## config.mk

```make
export PLATFORM = sky130hd
export DESIGN_NAME = sss_top
export DESIGN_NICKNAME = d
export VERILOG_FILES = /design/src/sss_pkg.sv /design/src/sss_top.sv /design/src/sss_sync.sv /design/src/sss_fifo.sv
export SDC_FILE = /design/constraint.sdc
export NUM_CORES = 1
export LEC_CHECK = 0
export ABC_AREA = 1
export BUFFER_PORTS_ARGS = -buffer_cell sky130_fd_sc_hd__buf_4
export CORE_MARGIN = 2
export CORE_UTILIZATION = 41
export DETAILED_ROUTE_END_ITERATION = 6
export GPL_TIMING_DRIVEN = 0
export SLEW_MARGIN = 20
export SYNTH_ARGS = -nofsm -noshare
export SYNTH_HDL_FRONTEND = slang
export SYNTH_SLANG_ARGS = --single-unit
```

## constraint.sdc

```tcl
create_clock -name clock -period 2.52 [get_ports clock]
set_input_delay 0.504 -clock clock [delete_from_list [all_inputs] [get_ports clock]]
set_output_delay 0.504 -clock clock [all_outputs]
set_load 0.005 [all_outputs]
```

## src/sss_pkg.sv

```systemverilog
// Constants shared by the serial shift-and-store register
// Contract
// - Eight shift stages, each with latch and output
// - Register advances on every shift clock rise
// - Stage one takes data, others previous stage
// - Strobe high: latches follow shift stages, via the FIFO and only while latch_ready is high
// - Strobe low: no new snapshots; latches and outputs hold once the FIFO is empty
// - Enable high: outputs drive latched values
// - Enable low: all parallel outputs released
// - Rise: stage seven to eight and rise output
// - Fall output copies rise output on fall
// - Serial outputs ignore enable and strobe
package sss_pkg;
  localparam int unsigned STAGES = 8;
  localparam int unsigned FIFO_DEPTH = 4;
  localparam int unsigned SYNC_DEPTH = 2;
  localparam logic RST_SYNC = 1'h0;
  localparam logic RST_OE_N = 1'h1;
  localparam logic RST_FULL = 1'h0;
  localparam logic [STAGES-1:0] RST_RELEASED = 8'h00;
endpackage : sss_pkg

```

## src/sss_top.sv

```systemverilog
// Eight-stage serial shift-and-store register with three-state parallel outputs
module sss_top #(
  parameter int unsigned STAGES = sss_pkg::STAGES,
  parameter int unsigned FIFO_DEPTH = sss_pkg::FIFO_DEPTH
) (
  // Clock and reset
  input wire logic clock,
  input wire logic reset,
  // Pins from the host controller
  input wire logic shift_clock,
  input wire logic serial_in,
  input wire logic strobe,
  input wire logic output_enable,
  // Serial cascade outputs
  output logic serial_out_rise,
  output logic serial_out_fall,
  // Parallel outputs, three-state as value and enable
  output logic [STAGES-1:0] parallel_out,
  output logic [STAGES-1:0] parallel_oe_n,
  // Latch path back-pressure
  input wire logic latch_ready,
  output logic store_full
);
  // Pin synchronisers
  logic clk_s;
  logic data_s;
  logic strobe_s;
  logic oe_s;

  sss_sync #(
    .WIDTH(4)
  ) u_sync (
    .clock(clock),
    .reset(reset),
    .async_in({shift_clock, serial_in, strobe, output_enable}),
    .sync_out({clk_s, data_s, strobe_s, oe_s})
  );

  // Edge detection on the synchronised shift clock and strobe
  logic clk_d_ff;
  logic strobe_d_ff;
  logic clk_rise;
  logic clk_fall;
  logic strobe_rise;

  always_ff @(posedge clock) begin
    if (reset) begin
      clk_d_ff <= sss_pkg::RST_SYNC;
      strobe_d_ff <= sss_pkg::RST_SYNC;
    end else begin
      clk_d_ff <= clk_s;
      strobe_d_ff <= strobe_s;
    end
  end

  assign clk_rise = clk_s && !clk_d_ff;
  assign clk_fall = !clk_s && clk_d_ff;
  assign strobe_rise = strobe_s && !strobe_d_ff;

  // Shift register
  logic [STAGES-1:0] shift_ff;
  logic [STAGES-1:0] nxt_shift;

  assign nxt_shift = clk_rise ? {shift_ff[STAGES-2:0], data_s} : shift_ff;

  // Data stages are not reset; contents are unknown until shifted in
  always_ff @(posedge clock) begin
    shift_ff <= nxt_shift;
  end

  // Serial cascade outputs, independent of strobe and enable
  logic serial_out_rise_ff;
  logic serial_out_fall_ff;

  always_ff @(posedge clock) begin
    if (clk_rise) begin
      serial_out_rise_ff <= shift_ff[STAGES-2];
    end
  end

  // Fall output delays the rise output by half a shift clock for slow edges
  always_ff @(posedge clock) begin
    if (clk_fall) begin
      serial_out_fall_ff <= serial_out_rise_ff;
    end
  end

  assign serial_out_rise = serial_out_rise_ff;
  assign serial_out_fall = serial_out_fall_ff;

  // Snapshots taken while strobe is high travel through the FIFO to the latches
  logic snap_valid;
  logic snap_ready;
  logic store_valid;
  logic [STAGES-1:0] store_data;
  logic latch_load;

  assign snap_valid = strobe_s && (clk_rise || strobe_rise);
  assign latch_load = store_valid && latch_ready;

  sss_fifo #(
    .WIDTH(STAGES),
    .DEPTH(FIFO_DEPTH)
  ) u_fifo (
    .clock(clock),
    .reset(reset),
    .in_valid(snap_valid),
    .in_ready(snap_ready),
    .in_data(nxt_shift),
    .out_valid(store_valid),
    .out_ready(latch_ready),
    .out_data(store_data)
  );

  // Storage latches: loaded from the FIFO while latch_ready is high, modelled as enabled flops
  logic [STAGES-1:0] latch_ff;

  always_ff @(posedge clock) begin
    if (latch_load) begin
      latch_ff <= store_data;
    end
  end

  // Parallel output drivers, one per stage
  logic [STAGES-1:0] par_out_ff;
  logic [STAGES-1:0] par_oe_n_ff;
  logic store_full_ff;

  genvar gi;
  generate
    for (gi = 0; gi < STAGES; gi++) begin : g_drv
      always_ff @(posedge clock) begin
        if (reset) begin
          par_out_ff[gi] <= sss_pkg::RST_RELEASED[gi];
          par_oe_n_ff[gi] <= sss_pkg::RST_OE_N;
        end else begin
          par_out_ff[gi] <= oe_s ? latch_ff[gi] : sss_pkg::RST_RELEASED[gi];
          par_oe_n_ff[gi] <= !oe_s;
        end
      end
    end
  endgenerate

  always_ff @(posedge clock) begin
    if (reset) begin
      store_full_ff <= sss_pkg::RST_FULL;
    end else begin
      store_full_ff <= !snap_ready;
    end
  end

  assign parallel_out = par_out_ff;
  assign parallel_oe_n = par_oe_n_ff;
  assign store_full = store_full_ff;
endmodule : sss_top

```

## src/sss_sync.sv

```systemverilog
// Two flip-flop synchroniser for pin inputs
module sss_sync #(
  parameter int unsigned WIDTH = 1
) (
  // Clock and reset
  input wire logic clock,
  input wire logic reset,
  // Asynchronous in, synchronous out
  input wire logic [WIDTH-1:0] async_in,
  output logic [WIDTH-1:0] sync_out
);
  logic [WIDTH-1:0] meta_ff;
  logic [WIDTH-1:0] sync_ff;

  always_ff @(posedge clock) begin
    if (reset) begin
      meta_ff <= {WIDTH{sss_pkg::RST_SYNC}};
      sync_ff <= {WIDTH{sss_pkg::RST_SYNC}};
    end else begin
      meta_ff <= async_in;
      sync_ff <= meta_ff;
    end
  end

  assign sync_out = sync_ff;
endmodule : sss_sync

```

## src/sss_fifo.sv

```systemverilog
// Small flip-flop FIFO with valid and ready on both sides
module sss_fifo #(
  parameter int unsigned WIDTH = 8,
  parameter int unsigned DEPTH = 4
) (
  // Clock and reset
  input wire logic clock,
  input wire logic reset,
  // Fill side
  input wire logic in_valid,
  output logic in_ready,
  input wire logic [WIDTH-1:0] in_data,
  // Drain side
  output logic out_valid,
  input wire logic out_ready,
  output logic [WIDTH-1:0] out_data
);
  localparam int unsigned AW = (DEPTH > 1) ? $clog2(DEPTH) : 1;
  localparam int unsigned CW = $clog2(DEPTH + 1);

  logic [WIDTH-1:0] mem_ff [DEPTH];
  logic [AW-1:0] wr_ptr_ff;
  logic [AW-1:0] rd_ptr_ff;
  logic [CW-1:0] count_ff;
  logic push;
  logic pop;

  function automatic logic [AW-1:0] ptr_inc(input logic [AW-1:0] p);
    ptr_inc = (p == AW'(DEPTH - 1)) ? '0 : p + AW'(1);
  endfunction : ptr_inc

  assign in_ready = (count_ff != CW'(DEPTH));
  assign out_valid = (count_ff != '0);
  assign push = in_valid && in_ready;
  assign pop = out_valid && out_ready;
  assign out_data = mem_ff[rd_ptr_ff];

  // Storage holds data only, so it carries no reset
  always_ff @(posedge clock) begin
    if (push) begin
      mem_ff[wr_ptr_ff] <= in_data;
    end
  end

  always_ff @(posedge clock) begin
    if (reset) begin
      wr_ptr_ff <= '0;
      rd_ptr_ff <= '0;
      count_ff <= '0;
    end else begin
      if (push) begin
        wr_ptr_ff <= ptr_inc(wr_ptr_ff);
      end
      if (pop) begin
        rd_ptr_ff <= ptr_inc(rd_ptr_ff);
      end
      count_ff <= count_ff + CW'(push) - CW'(pop);
    end
  end
endmodule : sss_fifo

```

==> metrics.csv <==
stage;metric;value;unit
run_status;outcome;finished clean;
clock_network;number of CTS-inserted buffers;9;
clock_network;Worst-path clk slew;0.07;ns
cells_and_area;ANT cells;0;
drt;routed vias;1707;
clock_network;clock latency on the worst-skew pair;0.34;ns
timing;fin worst setup slack;0.3471;ns
setup_path;Buf+Inv Stages, Crit Path;3;
setup_path;crit-path max FO;11;
cells_and_area;layout cells sized above 1;0.1892;
synth;YS warnings;0;
setup_path;reg2reg path depth;11;
setup_path;Crit-path slowest cell;fa_1;
cells_and_area;Area Growth Syn to Fin;17.35;%
place;port buffer count;25;
timing;final-report hold violation count;0;
setup_path;flop2flop setup slack;0.35;ns
floorplan;Initial Util;0.4194;
timing;fin crit share;0.8623;
drt;routed wire length;4653;um
timing;minimum clock period;2.173;ns
clock_network;H-tree depth;3;
place;Post-DP HPWL;3085;um
global_route;initial antenna violation count;0;
timing;Max-slew headroom;0.4559;
setup_path;worst path arrival time;2.40;ns
min_path;WHS Endpoint;u_sync.sync_out[3]$_SDFF_PP0_;
synth;syn nets;270;
floorplan;Core Box Area;0.006756;sq mm
clock_network;CTS tree;yes;
timing;Slew Viols, Final;0;
synth;mapped cell area;0.002834;sq mm
min_path;HP Class;input pin to register;
setup_path;kind of critical path;register to register;
drt;Residual DRC;0;
timing;RSZ-0062 raised after global routing;no;
setup_path;RR Endpoint;u_fifo.count_ff[2]$_SDFF_PP0_;
setup_path;Reg2Reg Launch Point;u_fifo.count_ff[1]$_SDFF_PP0_;
cells_and_area;nets@finish;306;
synth;Gate Count Post-Synth;255;
clock_network;Sink Count;77;
global_route;vias in the first global route;1594;
synth;synth unique cells;20;
global_route;Overflow after GRT;0;
cells_and_area;fill count;626;
clock_network;Post-CTS Resized;0;
drt;Starting DRT DRC Count;115;
clock_network;CTS max path bufs;2;
setup_path;CP peak stage delay;0.38;ns
timing;fmax;0.4602;GHz
clock_network;Setup Fix Bufs, Post-CTS;0;
setup_path;Critical Path End Type;register;
setup_path;required time worst endpoint;2.75;ns
drt;TritonRoute pass-1 iters;4;
synth;register area share after synthesis;0.6923;
min_path;Hold Path Origin;reset;
floorplan;Die X;87.14;um
floorplan;Die Y;87.14;um
setup_path;CP cell instances;nor2_1, nand2_1, nand2_1, inv_1, ha_1, inv_1, ha_1, inv_1, fa_1, o21ai_0, a21oi_1;
drt;post-DR wirelength/cell;12.38;um
floorplan;row count;30;
drt;DR vias/cell;4.540;
global_route;Global Route Usage Sum;0.1371;
timing;Setup TNS Final;0;ns
setup_path;CP top delay family;adder cells;
drt;Routed Antenna Nets;0;
cells_and_area;commonest non-fill, non-tap cell in the layout;nor2_1;
floorplan;I/O pin total;26;
min_path;hold path depth;2;
clock_network;cts-stage hold buffer count;0;
clock_network;Root Driver;clkbuf_8;
timing;skew final;0.009872;ns
timing;Worst-Margin Slew;0.8131;ns
power;Pwr per Cell Area;908.1;mW/mm^2
place;worst slack, placed;0.3063;ns
global_route;first-pass GRT wire length;7555;um
setup_path;CP most frequent cell;inv_1;
synth;syn_area_per_cell;11.11;sq um
place;Placer Congestion;0.7406;
run;maxcap violations;0;
global_route;largest net degree at the start of global routing;14;
power;Leakage Power;1.409;nW
timing;final setup fails;0;
floorplan;die area;0.007593;sq mm
setup_path;startpoint types;register;
power;Worst VDD drop;0.4985;mV
cells_and_area;commonest cells after routing, fill and taps aside;50 x nor2_1, 42 x edfxtp_1, 39 x inv_1;
synth;Seq cells post-synth;77;
==> per-stage QoR <==
stage / instance area [sq um] / hold WS (ns) / util / instances / power (mW)
5_1_grt: 3326 / 0.3479 / 0.4922 / 376 / 3.189
4_1_cts: 3326 / 0.3386 / 0.4922 / 376 / 3.042
2_1_floorplan: 2834 / 0.3883 / - / 255 / 1.943
3_5_place_dp: 3122 / 0.3980 / 0.4620 / 360 / 2.102
6_report: 3326 / 0.3571 / 0.4922 / 376 / 3.020
3_3_place_gp: 3122 / 0.3903 / 0.4620 / 360 / 2.085
==> power breakdown <==
part           total [mW]  switching [mW]  internal [mW]
clock               0.945           0.430          0.515
sequential           1.55          0.0535           1.49
combinational       0.529           0.340          0.189
==> sequential cells by signal, summed over array words and instances, names as in the netlist <==
signal and cells:
parallel_oe_n 1, latch_ff 8, parallel_out 8, u_fifo.wr_ptr_ff 2, u_fifo.mem_ff 32, u_sync.sync_out 4, strobe_d_ff 1, serial_out_fall 1
serial_out_rise 1, clk_d_ff 1, shift_ff 8, u_fifo.rd_ptr_ff 2, store_full 1, u_sync.meta_ff 4, u_fifo.count_ff 3
==> area by class of cell <==
type / instances / area, sq um / share of cell area
multi-input cells: 125 / 630.6 / 0.1896
inverters: 41 / 153.9 / 0.04628
clock buffers: 12 / 156.4 / 0.04703
well taps: 80 / 100.1 / 0.03010
clock inverters: 4 / 47.55 / 0.01430
flip-flops and latches: 77 / 1962 / 0.5899
repair buffers: 25 / 187.7 / 0.05643
plain buffers: 12 / 87.58 / 0.02634
==> Yosys cell counts (all sizes together) <==
library cell / n / area, sq um
a21oi: 1 / 5.000
buf: 11 / 83.82
clkbuf: 1 / 3.750
dfxtp: 35 / 700.7
edfxtp: 42 / 1261
fa: 1 / 20.02
ha: 7 / 87.58
inv: 41 / 153.9
nand2: 34 / 145.1
nand3: 1 / 17.52
nand4: 2 / 12.51
nor2: 50 / 187.7
o21ai: 21 / 105.1
o22ai: 8 / 50.05
==> cell families after synthesis <==
kind of cell / Yosys count / share of synthesized area
AO/OA/AOI/OAI: 30 / 0.05651
adder cells (fa/ha/maj): 8 / 0.03797
buffers and inverters: 53 / 0.08521
flip-flops: 77 / 0.6923
AND/OR/NAND/NOR: 87 / 0.1280
==> per-layer routing <==
metal  track usage  up-vias  wire (um)
li1              -      878          -
met1        0.1642      776       2190
met2        0.2117       40       2093
met3       0.03697       13        210
met4        0.1007        0        159
met5             0        -          0
==> worst max path at each step <==
stage	from	end	slack [ns]	depth (start not counted)
floorplan	u_fifo.count_ff[1]$_SDFF_PP0_	u_fifo.count_ff[2]$_SDFF_PP0_	0.55	11
finish	u_fifo.count_ff[1]$_SDFF_PP0_	u_fifo.count_ff[2]$_SDFF_PP0_	0.35	11
global placement	latch_ready	u_fifo.count_ff[2]$_SDFF_PP0_	0.33	10
global route	u_fifo.count_ff[1]$_SDFF_PP0_	u_fifo.count_ff[2]$_SDFF_PP0_	0.15	11
CTS	u_fifo.count_ff[1]$_SDFF_PP0_	u_fifo.count_ff[2]$_SDFF_PP0_	0.32	11
detailed placement	latch_ready	u_fifo.count_ff[2]$_SDFF_PP0_	0.31	10
==> worst reg2reg max path, cell delays in order (launching register included) <==
cell and delay, ns:
dfxtp_1 0.35, nor2_1 0.18, nand2_1 0.07, nand2_1 0.09
inv_1 0.18, ha_1 0.34, inv_1 0.06, ha_1 0.13
inv_1 0.05, fa_1 0.38, o21ai_0 0.17, a21oi_1 0.05
Power figures use the tool's default switching activity.
